## src/shared/eips_pkg.sv

```systemverilog
// Constants, field layout and carrier types for the external interrupt port selector.
// Assumes one clock at 250 MHz, a synchronous active-high reset and a classic Wishbone master.
// ****************************************************************
// Overview of operation
// - Bits 26:24 pick the port feeding line 6; codes 0..5 mean ports A..F.
// - Line 6 field is read/write and resets to zero, port A.
// - Bits 22:20 pick the port feeding line 5; resets to zero.
// - Bits 18:16 pick the port feeding line 4; resets to zero.
// - Bits 14:12 pick the port feeding line 3; resets to zero.
// - Line 2 takes pin 2 of the port given by its code, A upward.
// - Line 7 code 5 takes pin 7 of port F.
// - Bits 30:28 hold the line 7 selection; resets to zero.
// - Bits 10:8 hold the line 2 selection; resets to zero.
// ****************************************************************
package eips_pkg;

  localparam int          NUM_PORTS   = 6;
  localparam int          FIRST_LINE  = 2;
  localparam int          NUM_LINES   = 6;
  localparam int          CODE_W      = 3;
  localparam int          FIELD_PITCH = 4;
  localparam int          ADDR_W      = 12;

  // Register offset, byte address of the one word
  localparam logic [ADDR_W-1:0] SELECT_LOW_OFFSET = 12'h100;

  // Field low positions, line 2 through line 7
  localparam int          LINE2_LSB = 8;
  localparam int          LINE3_LSB = 12;
  localparam int          LINE4_LSB = 16;
  localparam int          LINE5_LSB = 20;
  localparam int          LINE6_LSB = 24;
  localparam int          LINE7_LSB = 28;

  localparam logic [CODE_W-1:0] FIELD_RESET = 3'h0;
  localparam logic [31:0]       READ_ZERO   = 32'h0000_0000;

  // Port codes
  localparam logic [CODE_W-1:0] FIRST_PORT_CODE  = 3'h0;
  localparam logic [CODE_W-1:0] SECOND_PORT_CODE = 3'h1;
  localparam logic [CODE_W-1:0] THIRD_PORT_CODE  = 3'h2;
  localparam logic [CODE_W-1:0] FOURTH_PORT_CODE = 3'h3;
  localparam logic [CODE_W-1:0] FIFTH_PORT_CODE  = 3'h4;
  localparam logic [CODE_W-1:0] SIXTH_PORT_CODE  = 3'h5;

  typedef logic [CODE_W-1:0] eips_code_t;

  // Wishbone request from master
  typedef struct packed {
    logic              cyc;
    logic              stb;
    logic              we;
    logic [3:0]        sel;
    logic [ADDR_W-1:0] adr;
    logic [31:0]       dat;
  } eips_wb_req_t;

  // Wishbone answer to master
  typedef struct packed {
    logic        ack;
    logic [31:0] dat;
  } eips_wb_rsp_t;

endpackage : eips_pkg

```

## src/rtl/eips_line_mux.sv

```systemverilog
// One interrupt line source picker: a port code chooses one pin out of six.
// Assumes pins are already synchronised to the clock.
`timescale 1ns/10ps
module eips_line_mux
  import eips_pkg::*;
(
  // Selection
  input  wire logic [CODE_W-1:0]    code,
  input  wire logic [NUM_PORTS-1:0] pins,
  // Chosen level
  output logic                      line
);

  always_comb begin
    line = 1'b0;
    // Unassigned codes leave the line low, so no spurious edge appears
    if (code < eips_code_t'(NUM_PORTS)) begin
      line = pins[code];
    end
  end

endmodule : eips_line_mux

```

## src/rtl/eips_select_low.sv

```systemverilog
// Select register and routing for external interrupt lines 2 to 7.
// Assumes port pins arrive asynchronously and a classic Wishbone master on the clock.
`timescale 1ns/10ps
module eips_select_low
  import eips_pkg::*;
(
  // Clock and reset
  input  wire logic                     clock,
  input  wire logic                     reset,
  // Register bus
  input  wire eips_wb_req_t             wb_req,
  output eips_wb_rsp_t                  wb_rsp,
  // Port pin n of ports A..F, bit p is port p
  input  wire logic [NUM_LINES-1:0][NUM_PORTS-1:0] port_pins,
  // Routed lines, bit 0 is line 2
  output logic      [NUM_LINES-1:0]     irq_lines
);

  // ****************************************************************
  // Register and bus slave
  // ****************************************************************
  logic [NUM_LINES-1:0][CODE_W-1:0] choice_r;
  logic [NUM_LINES-1:0][CODE_W-1:0] choice_nxt;
  logic                             ack_r;
  logic                             ack_nxt;
  logic [31:0]                      rdat_r;
  logic [31:0]                      rdat_nxt;
  logic                             hit;
  logic                             req;
  logic [31:0]                      word;

  assign req = wb_req.cyc & wb_req.stb & ~ack_r;
  assign hit = (wb_req.adr == SELECT_LOW_OFFSET);

  always_comb begin
    word = READ_ZERO;
    for (int i = 0; i < NUM_LINES; i++) begin
      word[LINE2_LSB + FIELD_PITCH*i +: CODE_W] = choice_r[i];
    end
  end

  // Reserved bits are dropped on write and read as zero
  // Fields update at the taking edge as ack rises; the routed lines follow one cycle later
  always_comb begin
    choice_nxt = choice_r;
    ack_nxt    = req;
    rdat_nxt   = READ_ZERO;
    if (req && hit) begin
      rdat_nxt = word;
      if (wb_req.we) begin
        for (int i = 0; i < NUM_LINES; i++) begin
          // Each field sits in one byte lane
          if (wb_req.sel[(LINE2_LSB + FIELD_PITCH*i) / 8]) begin
            choice_nxt[i] = wb_req.dat[LINE2_LSB + FIELD_PITCH*i +: CODE_W];
          end
        end
      end
    end
  end

  always_ff @(posedge clock) begin
    if (reset) begin
      for (int i = 0; i < NUM_LINES; i++) begin
        choice_r[i] <= FIELD_RESET;
      end
      ack_r  <= 1'b0;
      rdat_r <= READ_ZERO;
    end else begin
      choice_r <= choice_nxt;
      ack_r    <= ack_nxt;
      rdat_r   <= rdat_nxt;
    end
  end

  assign wb_rsp.ack = ack_r;
  assign wb_rsp.dat = rdat_r;

  // ****************************************************************
  // Pin synchronisers and routing
  // ****************************************************************
  // Two stages; mux looks only at the second
  // Output flop costs a cycle but keeps the lines free of mux glitches
  logic [NUM_LINES-1:0][NUM_PORTS-1:0] sync1_r;
  logic [NUM_LINES-1:0][NUM_PORTS-1:0] sync2_r;
  logic [NUM_LINES-1:0]                line_nxt;
  logic [NUM_LINES-1:0]                line_r;

  always_ff @(posedge clock) begin
    if (reset) begin
      sync1_r <= '0;
      sync2_r <= '0;
      line_r  <= '0;
    end else begin
      sync1_r <= port_pins;
      sync2_r <= sync1_r;
      line_r  <= line_nxt;
    end
  end

  genvar g;
  generate
    for (g = 0; g < NUM_LINES; g++) begin : g_line
      eips_line_mux u_mux (
        .code (choice_r[g]),
        .pins (sync2_r[g]),
        .line (line_nxt[g])
      );
    end
  endgenerate

  assign irq_lines = line_r;

  // ****************************************************************
  // Checks
  // ****************************************************************
  AST_LINE6_ROUTE: assert property (@(posedge clock) disable iff (reset)
    (choice_r[4] == FOURTH_PORT_CODE) |=> (line_r[4] == $past(sync2_r[4][3])))
    else $error("line 6 not taken from port D");

  AST_RESET_ZERO: assert property (@(posedge clock)
    $fell(reset) |-> (choice_r == {NUM_LINES{FIELD_RESET}}) && (line_r == '0) && !ack_r)
    else $error("select fields not zero after reset");

  AST_LINE5_ROUTE: assert property (@(posedge clock) disable iff (reset)
    (choice_r[3] == SECOND_PORT_CODE) |=> (line_r[3] == $past(sync2_r[3][1])))
    else $error("line 5 not taken from port B");

  AST_LINE4_ROUTE: assert property (@(posedge clock) disable iff (reset)
    (choice_r[2] == FIFTH_PORT_CODE) |=> (line_r[2] == $past(sync2_r[2][4])))
    else $error("line 4 not taken from port E");

  AST_LINE3_WRITE: assert property (@(posedge clock) disable iff (reset)
    (req && hit && wb_req.we && wb_req.sel[1]) |=>
    (choice_r[1] == $past(wb_req.dat[LINE3_LSB +: CODE_W])))
    else $error("line 3 field not written");

  AST_LINE2_ROUTE: assert property (@(posedge clock) disable iff (reset)
    (choice_r[0] == FIRST_PORT_CODE) |=> (line_r[0] == $past(sync2_r[0][0])))
    else $error("line 2 not taken from port A");

  AST_LINE7_SIXTH_PORT_CODE: assert property (@(posedge clock) disable iff (reset)
    (choice_r[5] == SIXTH_PORT_CODE) |=> (line_r[5] == $past(sync2_r[5][5])))
    else $error("line 7 not taken from port F");

  AST_LINE7_READ: assert property (@(posedge clock) disable iff (reset)
    (req && hit && !wb_req.we) |=>
    (wb_rsp.ack && wb_rsp.dat[LINE7_LSB +: CODE_W] == $past(choice_r[5])))
    else $error("line 7 field read back wrong");

  AST_LINE2_READ: assert property (@(posedge clock) disable iff (reset)
    (req && hit && !wb_req.we) |=> (wb_rsp.dat[LINE2_LSB +: CODE_W] == $past(choice_r[0])))
    else $error("line 2 field read back wrong");

  AST_UNASSIGNED_LOW: assert property (@(posedge clock) disable iff (reset)
    (choice_r[4] > SIXTH_PORT_CODE) |=> !line_r[4])
    else $error("unassigned code left line 6 active");

  AST_LINE2_UNASSIGNED: assert property (@(posedge clock) disable iff (reset)
    (choice_r[0] > SIXTH_PORT_CODE) |=> !line_r[0])
    else $error("unassigned code left line 2 active");

  AST_LINE7_UNASSIGNED: assert property (@(posedge clock) disable iff (reset)
    (choice_r[5] > SIXTH_PORT_CODE) |=> !line_r[5])
    else $error("unassigned code left line 7 active");

  AST_LINE3_ROUTE: assert property (@(posedge clock) disable iff (reset)
    (choice_r[1] == THIRD_PORT_CODE) |=> (line_r[1] == $past(sync2_r[1][2])))
    else $error("line 3 not taken from port C");

  // Bus answer and read data
  AST_ACK_ANSWER: assert property (@(posedge clock) disable iff (reset)
    req |=> wb_rsp.ack)
    else $error("request not answered in the next cycle");

  AST_ACK_ONE_CYCLE: assert property (@(posedge clock) disable iff (reset)
    wb_rsp.ack |=> !wb_rsp.ack)
    else $error("ack held beyond one cycle");

  AST_DAT_IDLE_ZERO: assert property (@(posedge clock) disable iff (reset)
    !wb_rsp.ack |-> (wb_rsp.dat == READ_ZERO))
    else $error("read data not zero outside ack");

  AST_RESERVED_READ_ZERO: assert property (@(posedge clock) disable iff (reset)
    wb_rsp.ack |->
    !wb_rsp.dat[LINE7_LSB + CODE_W] && !wb_rsp.dat[LINE6_LSB + CODE_W] &&
    !wb_rsp.dat[LINE5_LSB + CODE_W] && !wb_rsp.dat[LINE4_LSB + CODE_W] &&
    !wb_rsp.dat[LINE3_LSB + CODE_W] && !wb_rsp.dat[LINE2_LSB + CODE_W] &&
    (wb_rsp.dat[LINE2_LSB-1:0] == '0))
    else $error("reserved bits read back nonzero");

  AST_LINE6_READ: assert property (@(posedge clock) disable iff (reset)
    (req && hit && !wb_req.we) |=> (wb_rsp.dat[LINE6_LSB +: CODE_W] == $past(choice_r[4])))
    else $error("line 6 field read back wrong");

  // Field writes, each through the byte lane that holds it; two fields share each of lanes 1 to 3
  AST_LINE6_WRITE: assert property (@(posedge clock) disable iff (reset)
    (req && hit && wb_req.we && wb_req.sel[LINE6_LSB / 8]) |=>
    (choice_r[4] == $past(wb_req.dat[LINE6_LSB +: CODE_W])))
    else $error("line 6 field not written");

  AST_LINE5_WRITE: assert property (@(posedge clock) disable iff (reset)
    (req && hit && wb_req.we && wb_req.sel[LINE5_LSB / 8]) |=>
    (choice_r[3] == $past(wb_req.dat[LINE5_LSB +: CODE_W])))
    else $error("line 5 field not written");

  AST_LINE4_WRITE: assert property (@(posedge clock) disable iff (reset)
    (req && hit && wb_req.we && wb_req.sel[LINE4_LSB / 8]) |=>
    (choice_r[2] == $past(wb_req.dat[LINE4_LSB +: CODE_W])))
    else $error("line 4 field not written");

  AST_LINE2_WRITE: assert property (@(posedge clock) disable iff (reset)
    (req && hit && wb_req.we && wb_req.sel[LINE2_LSB / 8]) |=>
    (choice_r[0] == $past(wb_req.dat[LINE2_LSB +: CODE_W])))
    else $error("line 2 field not written");

  AST_LINE7_WRITE: assert property (@(posedge clock) disable iff (reset)
    (req && hit && wb_req.we && wb_req.sel[LINE7_LSB / 8]) |=>
    (choice_r[5] == $past(wb_req.dat[LINE7_LSB +: CODE_W])))
    else $error("line 7 field not written");

  // Fields move only on a write to this register
  AST_FIELDS_HOLD: assert property (@(posedge clock) disable iff (reset)
    !(req && hit && wb_req.we) |=> $stable(choice_r))
    else $error("select fields changed without a write");

endmodule : eips_select_low

```

## config.mk

```make
export PLATFORM = sky130hd
export DESIGN_NAME = eips_select_low
export DESIGN_NICKNAME = d
export VERILOG_FILES = /design/src/shared/eips_pkg.sv /design/src/rtl/eips_line_mux.sv /design/src/rtl/eips_select_low.sv
export SDC_FILE = /design/constraint.sdc
export NUM_CORES = 1
export LEC_CHECK = 0
export ABC_AREA = 1
export BUFFER_PORTS_ARGS = -buffer_cell sky130_fd_sc_hd__buf_2
export CAP_MARGIN = 0
export CELL_PAD_IN_SITES_DETAIL_PLACEMENT = 1
export CELL_PAD_IN_SITES_GLOBAL_PLACEMENT = 1
export CORE_UTILIZATION = 35
export CTS_CLUSTER_DIAMETER = 150
export DETAILED_ROUTE_END_ITERATION = 10
export PLACE_DENSITY = 0.85
export SLEW_MARGIN = 20
export SYNTH_ARGS = -nofsm -noshare
export SYNTH_HDL_FRONTEND = slang
export SYNTH_SLANG_ARGS = --single-unit
```

## constraint.sdc

```tcl
create_clock -name clock -period 1.19 [get_ports clock]
set_input_delay 0.238 -clock clock [delete_from_list [all_inputs] [get_ports clock]]
set_output_delay 0.238 -clock clock [all_outputs]
set_load 0.02 [all_outputs]
```

**Word level (Yosys, flattened, before mapping)**

Cells that the tools add are included.
Widths: inputs -> output; s select.

- Flip-flop bits (word level): 129
- Bits in latches: 0
- RAM bits: 0
- ROM bits: 0
- Bits of input ports: 89
- Output and inout port bits: 39
- Logic and storage cells: 73
- Memories: 0

- Add/subtract/negate cells: 0
- $mul: 0
- Div/mod/pow operators: 0
- Order comparisons: 12
- Equality and inequality tests: 1
- Shift-type cells: 0
- Mux-type cells: 12
- Bitwise gates (word level): 10
- Reduce and logical (&&, ||, !) cells: 11

Operators by type and width:

| operator | number |
|---|---|
| $lt 3x4->1 const B | 6 |
| $bmux 1 s3 | 6 |
| $lt 3x3->1 const B | 6 |
| $reduce_or 2->1 | 7 |
| $eq 12x9->1 const B | 1 |
| $reduce_and 3->1 | 3 |
| $not 1->1 | 8 |
| $mux 1 | 6 |
| $and 1x1->1 | 2 |
| $logic_and 1x1->1 | 1 |

**Logic depth before layout (Yosys ltp)**

- Depth in word-level cells: 5
- Mapped depth: 9
- Mapped depth without buffers: 8

**Hierarchy**

A second synthesis with hierarchy kept.

- Cell total of the unflattened synthesis: 592
- Area total of the unflattened synthesis: 4,286.6 um2

By module, submodules not included:

| module | instances | cells an instance | area each (um2) |
|---|---|---|---|
| eips_select_low | 1 | 472 | 3,813.7 |
| eips_line_mux | 6 | 20 | 78.8 |

**Worst setup path after synthesis**

Ideal clock, no wire load.

- Path type: register -> register
- Start: register ack_r
- End: register choice_r[0] (netlist bit)
- Setup time: 0.113 ns
- Arrival time: 0.984 ns
- Data required time: 1.077 ns
- Slack: 0.093 ns
- Stages on the path, launching flop included: 8
- Cells stage by stage: dfxtp_1 > inv_1 > nand3_2 > nor2_4 > nand3_2 > buf_6 > nor2_1 > nor2_1

- Word-level cells in the longest chain between the ends: 4

Ends and longest elaborated chain:

| item | line | RTL |
|---|---|---|
| from (decl) | eips_select_low.sv:24 | `logic ack_r;` |
| from (signal assigned) | eips_select_low.sv:70 | `ack_r <= ack_nxt;` |
| $not 1->1 | eips_select_low.sv:32 | `assign req = wb_req.cyc & wb_req.stb & ~ack_r;` |
| $and 1x1->1 | eips_select_low.sv:32 |  |
| $logic_and 1x1->1 | eips_select_low.sv:48 | `if (req && hit) begin` |
| $reduce_and 3->1 (no line) | -- |  |
| to (signal assigned) | eips_select_low.sv:69 | `choice_r <= choice_nxt;` |
| to (decl) | eips_select_low.sv:22 | `logic [NUM_LINES-1:0][CODE_W-1:0] choice_r;` |

Every way passes these cells.
A chain may end at the register's enable or synchronous reset.

**Worst setup path after layout**

- Start: register ack_r
- End: register choice_r[7] (netlist bit)

Same word-level chain as after synthesis.

==> impl_summary.txt <==
----------------------------------------------------
[Clock tree]
  Total number of clock tree sinks ... 115
  CTS H-tree lvls ... 4
  Clock tree from TritonCTS ... built
  Root buffer selected by CTS ... clkbuf_8
  Clock-pin slew reported for the worst setup and hold paths after clock tree synthesis ... 0.06 ns
  Buffer depth of the longest clock path ... 2
  Clock network latency to the later pin of the worst-skew pair ... 0.50 ns
  Number of buffers created by CTS ... 17

[Finish]
  Growth of design area from synthesis to finish ... 56.2%
  Fraction of layout cells with a size suffix above 1 ... 33.4%
  Final #Nets ... 759
  Area taken by flip-flops and latches ... 2340 sq um
  Fill cells ... 1292
  Final non-filler cell area ... 6130 sq um
  Multi-input logic area ... 1290 sq um

[Critical path]
  Endpoint of the lowest-slack register-to-register path ... choice_r[7]$_SDFFE_PP0P_
  Register-to-Register Path Depth ... 8
  Data required time of the worst path ... 1.62 ns
  Max incr delay on CP ... 0.33 ns
  Critical Setup Path Class ... reg -> reg
  Most repeated library cell on the critical path ... nand2_1
  Critical register-to-register path startpoint ... ack_r$_SDFF_PP0_
  CP Capture Type ... flip-flop
  Startpoint class of the critical path ... flip-flop
  Delay-heaviest family, CP ... simple AND/OR/NAND/NOR gates
  Cell with the largest stage delay on the worst path ... dfxtp_2
  Number of buffers and inverters on the critical path ... 2
  Source of the critical timing path ... ack_r$_SDFF_PP0_
  Ordered cell list for the critical path ... inv_2, nand3_4, nor2_4, buf_8, nand3_2, nand2_1, nand2_1, nor2_1
  Worst R2R Setup Slack ... -0.14 ns
  Worst Path Max Fanout ... 6
  Critical Path AT ... 1.75 ns

[Hold path]
  Worst Hold Endpoint ... choice_r[6]$_SDFFE_PP0P_
  Class of the worst hold path ... in -> reg
  Min-Delay Path Depth ... 3
  Hold path startpoint ... wb_req[16]

[Drt]
  Routed vias/inst ... 4.28
  Number of nets with antenna violations after detailed routing ... 0
  Initial detailed-routing violation count ... 57
  Vias ... 3535
  Wirelength, routed ... 11.7 mm
  Wirelength per Cell ... 14.1 um
  First-pass iteration count of the detailed router ... 4
  Residual DRC ... 0

[Global routing]
  Final global-route overflow total ... 0
  Number of antenna violations at the first check in global routing ... 1
  Global-route wire length before repair ... 17.7 mm
  Via count of the first global-routing pass ... 3756
  Maximum number of pins on one net before global-route repair ... 35
  Total Routing Usage GR ... 20.3%

[Power]
  Cell internal pwr ... 7.51 mW
  Switching power share of the total ... 22.0%
  Part of the total power dissipated in sequential elements ... 41.6%
  Part of the power in combinational logic ... 5.9%
  Worst supply voltage drop on vdd ... 1060 uV
  Clock power share ... 52.4%
  LEAKAGE ... 2.91 nW
  Net switching component of the power ... 2.12 mW
  Pwr dens ... 1570 nW/um^2

[Timing]
  Max-slew violations ... 0
  Maximum operating frequency ... 754 MHz
  Final worst setup slack ... -0.136 ns
  Final TNS setup ... -3.25 ns
  Worst Clk Skew ... 0.00697 ns
  Final Hold Vio Count ... 0
  Share of the cycle needed by the critical path after routing ... 111%
  Worst slack on hold paths ... 0.0261 ns
  Unrepaired setup endpoints after global routing ... yes
  Final critical delay including setup and external delays ... 1.33 ns
  Setup violations, final ... 38

[Synth]
  Synthesized cell area ... 3930 sq um
  Post-Synthesis Cells ... 495
  Post-synthesis sequential element count ... 115
  Count of warnings emitted by yosys ... 0
  Register area share after synthesis ... 58.7%
  Synth cell types ... 18
  Synthesized area divided by synthesized cell count ... 7.93 sq um

[Floorplan]
  Floorplan die area ... 11600 sq um
  Width of the die ... 108 um
  Initial cell density of the core ... 36.0%
  Vertical die dimension ... 108 um
  Boundary pin count ... 128
  Core outline area ... 10900 sq um
  Rows ... 38

[Placed design]
  Final RePlAce weighted congestion ... 0.790
  Placed standard-cell area ... 4560 sq um
  Count of buffers inserted at the top-level ports ... 98
  HPWL after detailed placement ... 6.20 mm

[Run status]
  Violated checks ... negative setup slack
  Run status ... finished with violations

[Flow run]
  MaxCap Viol Count ... 0

----------------------------------------------------
-- worst register-to-register path: stages (launching register included) --
cell,delay (ns)
dfxtp_2,0.33
inv_2,0.07
nand3_4,0.08
nor2_4,0.16
buf_8,0.18
nand3_2,0.16
nand2_1,0.12
nand2_1,0.06
nor2_1,0.10
-- cell usage after synthesis --
cell type | number | share of area (%)
nor3_1 | 6 | 0.77
nor2_2 | 1 | 0.16
inv_1 | 95 | 9.1
conb_1 | 1 | 0.096
nor2_1 | 156 | 15
nand3_4 | 1 | 0.45
buf_2 | 4 | 0.51
buf_6 | 3 | 0.86
nor2_4 | 2 | 0.57
buf_4 | 16 | 3.1
clkbuf_1 | 6 | 0.57
o21ai_0 | 18 | 2.3
inv_2 | 1 | 0.096
dfxtp_1 | 115 | 59
or2_2 | 6 | 0.96
nand3_2 | 4 | 1.0
nand2_1 | 54 | 5.2
a21oi_1 | 6 | 0.77
-- flip-flops by register name, summed over array words and instances (netlist names) --
name       cells
sync1_r       36
ack_r          1
rdat_r        18
sync2_r       36
irq_lines      6
choice_r      18
-- layer usage --
metal  global-route usage [%]  routed length (um)  vias to the layer above
li1                         -                   -                     1758
met1                     20.0                4430                     1652
met2                     39.2                6510                      100
met3                     4.72                 392                       25
met4                     10.5                 324                        0
met5                        0                   0                        -
-- metrics by stage --
stage | utilization, % | total power [mW] | setup slack, ns | cells
6_report | 56.3 | 9.63 | -0.136 | 825
3_3_place_gp | 41.9 | 4.45 | -0.109 | 729
5_1_grt | 56.3 | 9.95 | -0.198 | 824
2_1_floorplan | - | 4.32 | 0.0930 | 508
4_1_cts | 55.0 | 9.66 | -0.102 | 819
3_5_place_dp | 41.9 | 4.47 | -0.237 | 729
-- power by group through the flow --
stage | clock network (mW) | logic, mW | registers, mW
final | 5.05 | 0.572 | 4.01
after global routing | 5.31 | 0.633 | 4.02
after CTS | 5.11 | 0.543 | 4.01
after detailed placement | 0 | 0.386 | 4.09
after global placement | 0 | 0.371 | 4.08
after floorplan | 0 | 0.240 | 4.08
-- layout by cell type (no fill, tap or decap), types with 3 or more instances in the layout --
| cell | count |
|---|---|
| buf_2 | 73 |
| bufinv_16 | 3 |
| nand3_4 | 6 |
| inv_1 | 92 |
| dlygate4sd3_1 | 53 |
| buf_4 | 14 |
| nand2_1 | 45 |
| dfxtp_2 | 28 |
| o21ai_1 | 3 |
| clkinvlp_4 | 4 |
| nor2_1 | 133 |
| a21oi_1 | 5 |
| nor2_4 | 8 |
| or2_2 | 6 |
| clkbuf_16 | 16 |
| buf_6 | 26 |
| inv_2 | 4 |
| o21ai_0 | 15 |
| dfxtp_1 | 87 |
| nand2_2 | 9 |
| nor3_1 | 6 |
| nor2_2 | 18 |
| conb_1 | 14 |
-- final cells by class --
| cell class | instances | area share (%) |
|---|---|---|
| antenna | 2 | 0.0816 |
| clock buffer | 20 | 7.10 |
| clock inverter | 12 | 2.55 |
| inverter | 96 | 5.88 |
| multi-input combinational | 270 | 21.0 |
| sequential | 115 | 38.1 |
| tap | 140 | 2.86 |
| timing repair buffer | 170 | 22.4 |
-- cells by family after synthesis --
group                  synth area share [%]
other                                0.0955
flip-flops                             58.7
buffers and inverters                  14.2
AND/OR/NAND/NOR                        24.0
AO/OA/AOI/OAI                          3.06
-- what timing repair did --
action,in CTS,in global routing
hold buffers,52,1
resized for setup,88,45
endpoints found under the setup margin,46,65
pin swaps,5,3
buffers inserted,2,3
cloned,4,0
endpoints found under the hold margin,52,1
-- worst max path at each step --
stage,depth (start not counted),slack [ns],end
after detailed placement,7,-0.24,choice_r[0]$_SDFFE_PP0P_
after floorplan,7,0.09,choice_r[0]$_SDFFE_PP0P_
after global placement,7,-0.11,choice_r[11]$_SDFFE_PP0P_
after CTS,8,-0.10,choice_r[1]$_SDFFE_PP0P_
after global routing,8,-0.20,choice_r[11]$_SDFFE_PP0P_
final,8,-0.14,choice_r[7]$_SDFFE_PP0P_
Note: power is estimated with default switching activity, not from simulation.
